==> config.mk <==
export PLATFORM = sky130hd
export DESIGN_NAME = tx_path_core_flat
export DESIGN_NICKNAME = d
export VERILOG_FILES = /design/src/hdl/ilkn_tx_pkg.sv /design/src/hdl/ilkn_tx_ctl_if.sv /design/src/hdl/tx_path_core.sv /design/src/flat_wrapper.sv
export SDC_FILE = /design/constraint.sdc
export NUM_CORES = 1
export LEC_CHECK = 0
export BUFFER_PORTS_ARGS = -buffer_cell sky130_fd_sc_hd__buf_2
export CAP_MARGIN = 20
export CORE_AREA = 4 4 173 175
export CTS_BUF_LIST = sky130_fd_sc_hd__clkbuf_8
export DETAILED_ROUTE_END_ITERATION = 10
export DIE_AREA = 0 0 177 179
export PLACE_DENSITY = 0.69
export SYNTH_ARGS = -nofsm -noshare
export SYNTH_HDL_FRONTEND = slang
export SYNTH_SLANG_ARGS = --single-unit
==> constraint.sdc <==
create_clock -name i_clk_sys -period 7.3 [get_ports i_clk_sys]
set_input_delay 0.73 -clock i_clk_sys [delete_from_list [all_inputs] [get_ports i_clk_sys]]
set_output_delay 0.73 -clock i_clk_sys [all_outputs]
set_load 0.03 [all_outputs]
==> src/hdl/ilkn_tx_pkg.sv <==
// shared constants and types for the transmit path control ends
package ilkn_tx_pkg;
   // ----------------------------------------------------------------
   // control word layout
   // ----------------------------------------------------------------
   localparam int CW_CAL_START_BIT = 56;
   localparam int CW_CAL_MSB = 55;
   localparam int CW_CAL_LSB = 40;
   localparam int CW_MU_MSB = 31;
   localparam int CW_MU_LSB = 24;
   localparam int CW_DIAG_FLAG_BIT = 58;
   localparam int DIAG_LANE_BIT = 33;
   localparam int DIAG_LINK_BIT = 32;
   // ----------------------------------------------------------------
   // sizes
   // ----------------------------------------------------------------
   localparam int CAL_ENTRIES = 256;
   localparam int CAL_GROUP = 16;
   localparam int CAL_WORDS = 8;
   localparam int LANES = 12;
   localparam int WORD_BITS = 64;
   localparam logic [12:0] WORD_BYTES = 13'h0008;
   // ----------------------------------------------------------------
   // timing counts in link words
   // ----------------------------------------------------------------
   localparam logic [3:0] BURST_WORDS = 4'h8;
   localparam logic [10:0] META_WORDS = 11'h800;
   // ----------------------------------------------------------------
   // register map, byte offsets
   // ----------------------------------------------------------------
   localparam logic [7:0] REG_CTRL = 8'h00;
   localparam logic [7:0] REG_RLIM = 8'h04;
   localparam logic [7:0] REG_HEALTH = 8'h08;
   localparam logic [7:0] REG_STATUS = 8'h0C;
   localparam logic [7:0] REG_CAL_BASE = 8'h10;
   localparam logic [7:0] REG_CAL_LAST = 8'h2C;
   // ----------------------------------------------------------------
   // field positions
   // ----------------------------------------------------------------
   localparam int CTRL_PERMIT_BIT = 0;
   localparam int CTRL_RLIM_ON_BIT = 1;
   localparam int CTRL_MU_LSB = 8;
   localparam int RLIM_MAX_LSB = 0;
   localparam int RLIM_DELTA_LSB = 16;
   localparam int HEALTH_PERIOD_LSB = 0;
   localparam int HEALTH_LINK_BIT = 8;
   localparam int HEALTH_LANE_LSB = 16;
   localparam int STAT_UNDER_BIT = 0;
   localparam int STAT_OVER_BIT = 1;
   // ----------------------------------------------------------------
   // reset values
   // ----------------------------------------------------------------
   localparam logic [31:0] CTRL_RESET = 32'h0000_0000;
   localparam logic [31:0] RLIM_RESET = 32'h0000_0FFF;
   localparam logic [31:0] HEALTH_RESET = 32'h0000_0000;
   localparam logic [31:0] CAL_RESET = 32'hFFFF_FFFF;
   localparam logic [11:0] BUCKET_RESET = 12'h000;
   // ----------------------------------------------------------------
   // transmit sequencer states
   // ----------------------------------------------------------------
   typedef enum logic [1:0] {
      ST_IDLE = 2'b00,
      ST_DATA = 2'b01,
      ST_DIAG = 2'b10
   } tx_state_t;
endpackage

==> src/hdl/ilkn_tx_ctl_if.sv <==
// control, status and data carrier between user logic and the core
`timescale 1ns/1ns
interface ilkn_tx_ctl_if;
   logic tx_permit;
   logic [255:0] tx_calendar_xon_bits;
   logic [7:0] tx_multi_use_field;
   logic rlim_on;
   logic [11:0] rlim_max;
   logic [11:0] rlim_delta;
   logic [7:0] tx_refill_period;
   logic [11:0] tx_lane_health_bits;
   logic tx_link_health_bit;
   logic underflow;
   logic overflow;
   logic [63:0] data_word;
   logic data_valid;
   logic data_ready;
   modport core (
      input tx_permit, tx_calendar_xon_bits, tx_multi_use_field, rlim_on,
      input rlim_max, rlim_delta, tx_refill_period,
      input tx_lane_health_bits, tx_link_health_bit, data_word, data_valid,
      output underflow, overflow, data_ready
   );
   modport user (
      output tx_permit, tx_calendar_xon_bits, tx_multi_use_field, rlim_on,
      output rlim_max, rlim_delta, tx_refill_period,
      output tx_lane_health_bits, tx_link_health_bit, data_word, data_valid,
      input underflow, overflow, data_ready
   );
endinterface

==> src/hdl/tx_path_core.sv <==
// transmit path core: gating, calendar insertion, rate limiter, diagnostics
//
// Overview of operation
// RULE_01 - send data only while permit sampled high
// RULE_02 - permit low: only idle and framing words
// RULE_03 - user holds permit low until receiver aligned
// RULE_04 - calendar bit one is XON, in 55:40
// RULE_05 - calendar holds 256 entries, one per bit
// RULE_06 - bit 56 set marks first sixteen entries
// RULE_07 - bit 55 carries entry 0, descending after
// RULE_08 - later control words carry next sixteen
// RULE_09 - user drives calendar on the core clock
// RULE_10 - multi-use field copied into bits 31:24
// RULE_11 - unused multi-use field held at zero
// RULE_12 - limiter on when its enable is one
// RULE_13 - bucket never exceeds maximum count, bytes
// RULE_14 - add delta tokens each refill interval
// RULE_15 - interval sets cycles between token additions
// RULE_16 - lane health bit drives diag bit 33
// RULE_17 - link health bit drives diag bit 32
// RULE_18 - flag underflow when data cannot fill link
// RULE_19 - overflow flags critical failure; user resets
// RULE_20 - sent bytes drain bucket; pause when short
// RULE_21 - synchronize async health inputs before use
`timescale 1ns/1ns
module tx_path_core (
   // clock, reset, enable
   input logic i_clk_sys,
   input logic i_resetn,
   input logic i_ce,
   // user side controls and data
   ilkn_tx_ctl_if.core ctl,
   // transmit link words
   output logic o_link_valid,
   output logic [63:0] o_link_word,
   output logic o_link_ctrl,
   output logic [3:0] o_link_lane
);
   // ----------------------------------------------------------------
   // state
   // ----------------------------------------------------------------
   ilkn_tx_pkg::tx_state_t state;
   ilkn_tx_pkg::tx_state_t next_state;
   logic [10:0] meta_cnt;
   logic [10:0] next_meta_cnt;
   logic [3:0] lane_idx;
   logic [3:0] burst_cnt;
   logic [3:0] next_burst_cnt;
   logic [3:0] cal_grp;
   logic [11:0] bucket;
   logic [11:0] next_bucket;
   logic [12:0] bucket_sum;
   logic [7:0] refill_cnt;
   logic refill_tick;
   logic take;
   logic bad_state;
   logic next_ready;
   logic [63:0] next_word;
   logic next_ctrl;
   logic [15:0] cal_slice;
   logic [12:0] health_meta;
   logic [12:0] health_sync;

   // ----------------------------------------------------------------
   // health synchronizer
   // ----------------------------------------------------------------
   // first stage is read only by the second stage
   always_ff @(posedge i_clk_sys or negedge i_resetn) begin
      if (!i_resetn) begin
         health_meta <= 13'h0000;
         health_sync <= 13'h0000;
      end else if (i_ce) begin
         health_meta <= {ctl.tx_link_health_bit, ctl.tx_lane_health_bits}; // see RULE_21
         health_sync <= health_meta; // see RULE_21
      end
   end

   // ----------------------------------------------------------------
   // calendar slice
   // ----------------------------------------------------------------
   // entry grp*16+k lands on bit 55-k of the control word
   for (genvar k = 0; k < ilkn_tx_pkg::CAL_GROUP; k++) begin : g_cal
      assign cal_slice[15-k] = ctl.tx_calendar_xon_bits[{cal_grp, 4'(k)}]; // see RULE_07
   end

   // ----------------------------------------------------------------
   // sequencing
   // ----------------------------------------------------------------
   always_comb begin
      // data is only taken while permit is sampled high
      take = ctl.data_valid & ctl.data_ready & ctl.tx_permit; // see RULE_01
      bad_state = 1'b0;
      next_state = ilkn_tx_pkg::ST_IDLE;
      unique case (state)
         ilkn_tx_pkg::ST_IDLE, ilkn_tx_pkg::ST_DATA: begin
            if (meta_cnt == ilkn_tx_pkg::META_WORDS - 11'h001) begin
               next_state = ilkn_tx_pkg::ST_DIAG;
            end else if (take) begin
               next_state = ilkn_tx_pkg::ST_DATA;
            end else begin
               next_state = ilkn_tx_pkg::ST_IDLE;
            end
         end
         ilkn_tx_pkg::ST_DIAG: begin
            if (lane_idx == 4'(ilkn_tx_pkg::LANES - 1)) begin
               next_state = ilkn_tx_pkg::ST_IDLE;
            end else begin
               next_state = ilkn_tx_pkg::ST_DIAG;
            end
         end
         default: begin
            bad_state = 1'b1;
         end
      endcase
      if (state == ilkn_tx_pkg::ST_DIAG) begin
         next_meta_cnt = 11'h000;
      end else begin
         next_meta_cnt = meta_cnt + 11'h001;
      end
      next_burst_cnt = take ? burst_cnt + 4'h1 : 4'h0;
   end

   // ----------------------------------------------------------------
   // rate limiter
   // ----------------------------------------------------------------
   always_comb begin
      // a period of zero refills every cycle
      refill_tick = ({1'b0, refill_cnt} + 9'h001) >= {1'b0, ctl.tx_refill_period}; // see RULE_15
      bucket_sum = {1'b0, bucket};
      if (refill_tick) begin
         bucket_sum = bucket_sum + {1'b0, ctl.rlim_delta}; // see RULE_14
      end
      // saturate: a wrapped difference would clamp to a full bucket
      if (take && ctl.rlim_on && bucket_sum >= ilkn_tx_pkg::WORD_BYTES) begin
         bucket_sum = bucket_sum - ilkn_tx_pkg::WORD_BYTES; // see RULE_20
      end else if (take && ctl.rlim_on) begin
         bucket_sum = 13'h0000;
      end
      // clamp also covers a maximum lowered below the fill level
      if (bucket_sum > {1'b0, ctl.rlim_max}) begin
         next_bucket = ctl.rlim_max; // see RULE_13
      end else begin
         next_bucket = bucket_sum[11:0];
      end
      next_ready = ctl.tx_permit
         & (next_state != ilkn_tx_pkg::ST_DIAG)
         & (next_meta_cnt != ilkn_tx_pkg::META_WORDS - 11'h001)
         & (next_burst_cnt != ilkn_tx_pkg::BURST_WORDS)
         & (!ctl.rlim_on | ({1'b0, next_bucket} >= ilkn_tx_pkg::WORD_BYTES)); // see RULE_12
   end

   // ----------------------------------------------------------------
   // word assembly
   // ----------------------------------------------------------------
   always_comb begin
      next_word = 64'h0000_0000_0000_0000;
      next_ctrl = 1'b1;
      if (state == ilkn_tx_pkg::ST_DIAG) begin
         next_word[ilkn_tx_pkg::CW_DIAG_FLAG_BIT] = 1'b1;
         next_word[ilkn_tx_pkg::DIAG_LANE_BIT] = health_sync[lane_idx]; // see RULE_16
         next_word[ilkn_tx_pkg::DIAG_LINK_BIT] = health_sync[12]; // see RULE_17
      end else if (take) begin
         next_word = ctl.data_word;
         next_ctrl = 1'b0;
      end else begin
         // permit low ends up here in every cycle outside ST_DIAG: idle words only
         next_word[ilkn_tx_pkg::CW_CAL_START_BIT] = (cal_grp == 4'h0); // see RULE_06
         next_word[ilkn_tx_pkg::CW_CAL_MSB:ilkn_tx_pkg::CW_CAL_LSB] = cal_slice; // see RULE_04
         next_word[ilkn_tx_pkg::CW_MU_MSB:ilkn_tx_pkg::CW_MU_LSB] =
            ctl.tx_multi_use_field; // see RULE_10
      end
   end

   // ----------------------------------------------------------------
   // state registers
   // ----------------------------------------------------------------
   always_ff @(posedge i_clk_sys or negedge i_resetn) begin
      if (!i_resetn) begin
         state <= ilkn_tx_pkg::ST_IDLE;
         meta_cnt <= 11'h000;
         lane_idx <= 4'h0;
         burst_cnt <= 4'h0;
      end else if (i_ce) begin
         state <= next_state;
         meta_cnt <= next_meta_cnt;
         burst_cnt <= next_burst_cnt;
         if (state == ilkn_tx_pkg::ST_DIAG) begin
            lane_idx <= lane_idx + 4'h1;
         end else begin
            lane_idx <= 4'h0;
         end
      end
   end

   always_ff @(posedge i_clk_sys or negedge i_resetn) begin
      if (!i_resetn) begin
         cal_grp <= 4'h0;
      end else if (i_ce && state != ilkn_tx_pkg::ST_DIAG && !take) begin
         // 16 groups of 16 walk the full 256 entry calendar
         cal_grp <= cal_grp + 4'h1; // see RULE_08, RULE_05
      end
   end

   always_ff @(posedge i_clk_sys or negedge i_resetn) begin
      if (!i_resetn) begin
         bucket <= ilkn_tx_pkg::BUCKET_RESET;
         refill_cnt <= 8'h00;
      end else if (i_ce) begin
         bucket <= next_bucket;
         refill_cnt <= refill_tick ? 8'h00 : refill_cnt + 8'h01;
      end
   end

   always_ff @(posedge i_clk_sys or negedge i_resetn) begin
      if (!i_resetn) begin
         ctl.data_ready <= 1'b0;
      end else if (i_ce) begin
         ctl.data_ready <= next_ready; // see RULE_20
      end
   end

   // ----------------------------------------------------------------
   // error flags
   // ----------------------------------------------------------------
   always_ff @(posedge i_clk_sys or negedge i_resetn) begin
      if (!i_resetn) begin
         ctl.underflow <= 1'b0;
         ctl.overflow <= 1'b0;
      end else if (i_ce) begin
         // open burst, slot offered, no word ready: link starves
         ctl.underflow <= !take && (burst_cnt != 4'h0) && ctl.data_ready
            && ctl.tx_permit; // see RULE_18
         // sticky: only a reset clears it, though the state itself returns to ST_IDLE
         if (bad_state) begin
            ctl.overflow <= 1'b1; // see RULE_19
         end
      end
   end

   // ----------------------------------------------------------------
   // link outputs
   // ----------------------------------------------------------------
   always_ff @(posedge i_clk_sys or negedge i_resetn) begin
      if (!i_resetn) begin
         o_link_valid <= 1'b0;
         o_link_word <= 64'h0000_0000_0000_0000;
         o_link_ctrl <= 1'b0;
         o_link_lane <= 4'h0;
      end else if (i_ce) begin
         o_link_valid <= 1'b1;
         o_link_word <= next_word; // see RULE_02
         o_link_ctrl <= next_ctrl;
         o_link_lane <= lane_idx;
      end
   end
endmodule

==> src/flat_wrapper.sv <==
// flat-port wrapper written by rule: the top's interface ports become plain ports
module tx_path_core_flat 
  (i_clk_sys, i_resetn, i_ce, o_link_valid, o_link_word, o_link_ctrl, o_link_lane, ctl_tx_permit, ctl_tx_calendar_xon_bits, ctl_tx_multi_use_field, ctl_rlim_on, ctl_rlim_max, ctl_rlim_delta, ctl_tx_refill_period, ctl_tx_lane_health_bits, ctl_tx_link_health_bit, ctl_data_word, ctl_data_valid, ctl_underflow, ctl_overflow, ctl_data_ready);
  ilkn_tx_ctl_if ctl_i ();
  input logic i_clk_sys;
  input logic i_resetn;
  input logic i_ce;
  output logic o_link_valid;
  output logic [63:0] o_link_word;
  output logic o_link_ctrl;
  output logic [3:0] o_link_lane;
  input wire logic [$bits(ctl_i.tx_permit)-1:0] ctl_tx_permit;
  input wire logic [$bits(ctl_i.tx_calendar_xon_bits)-1:0] ctl_tx_calendar_xon_bits;
  input wire logic [$bits(ctl_i.tx_multi_use_field)-1:0] ctl_tx_multi_use_field;
  input wire logic [$bits(ctl_i.rlim_on)-1:0] ctl_rlim_on;
  input wire logic [$bits(ctl_i.rlim_max)-1:0] ctl_rlim_max;
  input wire logic [$bits(ctl_i.rlim_delta)-1:0] ctl_rlim_delta;
  input wire logic [$bits(ctl_i.tx_refill_period)-1:0] ctl_tx_refill_period;
  input wire logic [$bits(ctl_i.tx_lane_health_bits)-1:0] ctl_tx_lane_health_bits;
  input wire logic [$bits(ctl_i.tx_link_health_bit)-1:0] ctl_tx_link_health_bit;
  input wire logic [$bits(ctl_i.data_word)-1:0] ctl_data_word;
  input wire logic [$bits(ctl_i.data_valid)-1:0] ctl_data_valid;
  output wire logic [$bits(ctl_i.underflow)-1:0] ctl_underflow;
  output wire logic [$bits(ctl_i.overflow)-1:0] ctl_overflow;
  output wire logic [$bits(ctl_i.data_ready)-1:0] ctl_data_ready;
  assign ctl_i.tx_permit = ctl_tx_permit;
  assign ctl_i.tx_calendar_xon_bits = ctl_tx_calendar_xon_bits;
  assign ctl_i.tx_multi_use_field = ctl_tx_multi_use_field;
  assign ctl_i.rlim_on = ctl_rlim_on;
  assign ctl_i.rlim_max = ctl_rlim_max;
  assign ctl_i.rlim_delta = ctl_rlim_delta;
  assign ctl_i.tx_refill_period = ctl_tx_refill_period;
  assign ctl_i.tx_lane_health_bits = ctl_tx_lane_health_bits;
  assign ctl_i.tx_link_health_bit = ctl_tx_link_health_bit;
  assign ctl_i.data_word = ctl_data_word;
  assign ctl_i.data_valid = ctl_data_valid;
  assign ctl_underflow = ctl_i.underflow;
  assign ctl_overflow = ctl_i.overflow;
  assign ctl_data_ready = ctl_i.data_ready;
  tx_path_core u_core (.i_clk_sys(i_clk_sys), .i_resetn(i_resetn), .i_ce(i_ce), .ctl(ctl_i), .o_link_valid(o_link_valid), .o_link_word(o_link_word), .o_link_ctrl(o_link_ctrl), .o_link_lane(o_link_lane));
endmodule
==> summary.md <==
| Metric | Value |
|---|---|
| Status | `finished clean` |
| H-tree depth | `4` |
| Core Footprint | `28500 sq um` |
| Ys flop type | `dfrtp_1` |
| Post-Synth Adder-Cell Area | `0.0509` |
| Detailed Place HPWL | `35.8 mm` |
| Yosys top cell area share | `0.352` |
| Placed inst area | `12800 sq um` |
| VDD IR max | `0.178 mV` |
| Initial antenna violation count | `30` |
| Drt wl/cell | `24.0 microns` |
| Syn Area/Cell | `10.4 sq um` |
| Die footprint | `31700 sq um` |
| Syn_nets | `1407` |
| Mux share of post-synthesis cell area | `0.267` |
| Mapped Area | `10200 sq um` |
| Die X | `177 microns` |
| Worst Path Required | `7.67 ns` |
| Fmax | `153 MHz` |
| P_leak | `0.00630 uW` |
| Synth area leader | `dfrtp_1` |
| Tot GR Track Use | `0.264` |
| WL final | `43.5 mm` |
| Fraction of registers with async set/reset | `1.00` |
| Total gr overflow | `0` |
| CP arrival | `6.90 ns` |
| CTS root buf | `clkbuf_8` |
| Num CTS Buffers | `17` |
| Hold Vio Cnt, Final | `0` |
| Worst-skew pair later-pin latency | `0.47 ns` |
| Nets | `1825` |
| I/O Buffers | `451` |
| # DRC | `0` |
| Largest net degree at the start of global routing | `99` |
| Post-CTS Setup Repair Bufs | `0` |
| EDFF count, synth | `0` |
| Layout cell share with drive strength beyond 1 | `0.451` |
| Die H | `179 microns` |
| Setup TNS | `0 ns` |
| Least-Margin Pin Slew | `1.01 ns` |
| Cells after synthesis | `987` |
| Seq. cell area | `3610 sq um` |
| Fin. max-slew vios | `0` |
| Yosys cell types | `75` |
| Reg2Reg Depth | `27` |
| Drt first pass iters | `5` |
| Synth Area in Compound Gates | `0.137` |
| Initial Util | `0.359` |
| Ranking of synthesized cells by area | `dfrtp_1, mux4_2, ha_1` |
| Hold crit path type | `in -> async` |
| Worst-path clk slew | `0.09 ns` |
| Drt initial violations | `1028` |
| Hold buffers post-CTS | `0` |
| Routed Antenna Nets | `0` |
| Rel. slew slack | `0.326` |
| RSZ-0062 raised after global routing | `no` |
| CTS tree | `built` |
| Share of the yosys chip area belonging to registers | `0.352` |
| Critical Path Sink Type | `flop` |
| Final setup vio count | `0` |
| Area growth syn-to-layout | `29.5%` |
| Vias per cell | `5.50` |
| Total of max-cap violations | `0` |
| Total power per unit cell area | `324 nW/um^2` |
| Register bit total from synthesis | `144` |
| Largest family of logic cells by synthesized area | `multiplexers` |
| Simple-gate area share of the yosys netlist | `0.112` |
| Most frequent cells in the layout | `buf_2, dfrtp_1, inv_1` |
| Crit start category | `flop` |
| Area of the multi-input gates | `6000 sq um` |
| Yosys warnings | `0` |
| IO Pins | `452` |
| Rows | `62` |
| CP Class | `reg -> reg` |
| Critical-path maximum fanout | `16` |
| Reg-to-reg endpoint | `u_core.ctl.data_ready` |
| Post-CTS Resized | `0` |
| Vias | `9956` |
| Final GP Congestion | `0.933` |
| Clock skew | `0.0159 ns` |
| Final Cell Area | `13300 sq um` |
| FILL cells | `2747` |
| R2R Path Start | `u_core.refill_cnt[0]` |
| Crit path time final | `6.54 ns` |
| TritonCTS Sinks | `144` |
| FF-to-FF setup slack | `0.76 ns` |
| First-pass GRT wire length | `61.3 mm` |
| XOR/XNOR share of the synthesized area | `0.0171` |
| Clock buffer depth | `2` |
| Most common cell after layout, fill and taps aside | `buf_2` |
| Vias in the first global route | `9991` |
| Final period utilization | `0.895` |
[power breakdown]
group          internal (uW)  switching (uW)
Sequential               951             278
Combinational           1140            1250
Clock                    314             355
[worst max-delay path by stage]
stage,cells past startpoint,startpoint,slack (ns),endpoint
2_1_floorplan,30,u_core.refill_cnt[0],1.52,u_core.ctl.data_ready
3_3_place_gp,25,ctl_rlim_delta[0],0.95,u_core.ctl.data_ready
3_5_place_dp,25,ctl_rlim_delta[0],0.83,u_core.ctl.data_ready
4_1_cts,27,u_core.refill_cnt[0],0.82,u_core.ctl.data_ready
6_report,27,u_core.refill_cnt[0],0.76,u_core.ctl.data_ready
5_1_grt,27,u_core.refill_cnt[0],0.03,u_core.ctl.data_ready
[sequential cells by signal (all words and copies together), names as in the netlist, 2 cells and up]
register / count
u_core.bucket: 12
u_core.burst_cnt: 4
u_core.cal_grp: 4
u_core.health_meta: 13
u_core.health_sync: 13
u_core.lane_idx: 4
u_core.meta_cnt: 11
u_core.o_link_lane: 4
u_core.o_link_word: 64
u_core.refill_cnt: 8
u_core.state: 2
[metal layers]
layer  global-route usage  wire length, microns
met5                    0                   153
met4               0.0803                  1050
met3               0.0976                  4840
met2                0.409                 20200
met1                0.347                 17200
[synthesized netlist by cell type, types with 4 or more instances]
master,n
nor4_1,5
mux2_2,41
o22ai_1,28
dfrtp_1,144
o21ai_1,6
a211oi_1,10
a21o_1,6
nor2_1,39
a31oi_1,6
mux4_2,84
nand4_1,8
nor4b_1,5
ha_1,40
o31ai_1,4
nand3_1,33
and3_1,9
xor2_1,8
nand2_1,85
buf_2,5
clkbuf_1,47
o21ai_0,79
nor3_1,11
xnor2_1,12
or2_2,4
buf_1,8
o21a_1,6
a21oi_1,33
inv_1,105
nor2b_1,4
mux2i_1,38
or3_1,6
a22o_1,5
[cell families after synthesis]
logic type / count (synthesis)
and+or+nand+nor: 232
AOI/OAI and AO/OA: 220
buffers and inverters: 167
muxes: 163
DFF: 144
adders and majority gates: 41
xor gates and xnor gates: 20
[critical path: stages, from the launching register on]
cell	delay [ns]
dfrtp_1	0.44
ha_1	0.24
nand2_1	0.08
nor2_2	0.16
xnor2_1	0.17
ha_1	0.28
a21oi_1	0.17
nor2b_1	0.09
a311oi_2	0.42
nand2_1	0.16
o21ai_0	0.30
ha_1	0.26
inv_1	0.07
a31oi_1	0.18
and4b_1	0.34
and2_0	0.41
a2bb2oi_1	0.35
inv_1	0.08
ha_1	0.30
a21o_1	0.18
a21o_1	0.17
a21oi_1	0.17
nand2_1	0.07
o21ai_0	0.31
o311ai_4	0.30
nor4b_1	0.32
a31oi_1	0.12
o31a_1	0.24
[metrics by stage]
step	total power [uW]	std cells	setup WS [ns]	hold slack, ns	util
6_report	4290	1810	0.765	0.282	0.465
4_1_cts	4290	1802	0.817	0.278	0.464
3_3_place_gp	3560	1770	0.945	0.445	0.450
2_1_floorplan	2900	987	1.52	0.434	-
5_1_grt	4590	1806	0.0339	0.294	0.465
3_5_place_dp	3610	1770	0.825	0.446	0.450
[cell type report]
type / count / share of cell area
diodes: 8 / 0.00151
flip-flops and latches: 144 / 0.272
multi-input cells: 676 / 0.453
repair buffers: 461 / 0.177
clock inverters: 15 / 0.0131
inverters: 105 / 0.0297
well taps: 384 / 0.0363
clock buffers: 17 / 0.0177
(Power assumes the default switching activity.)
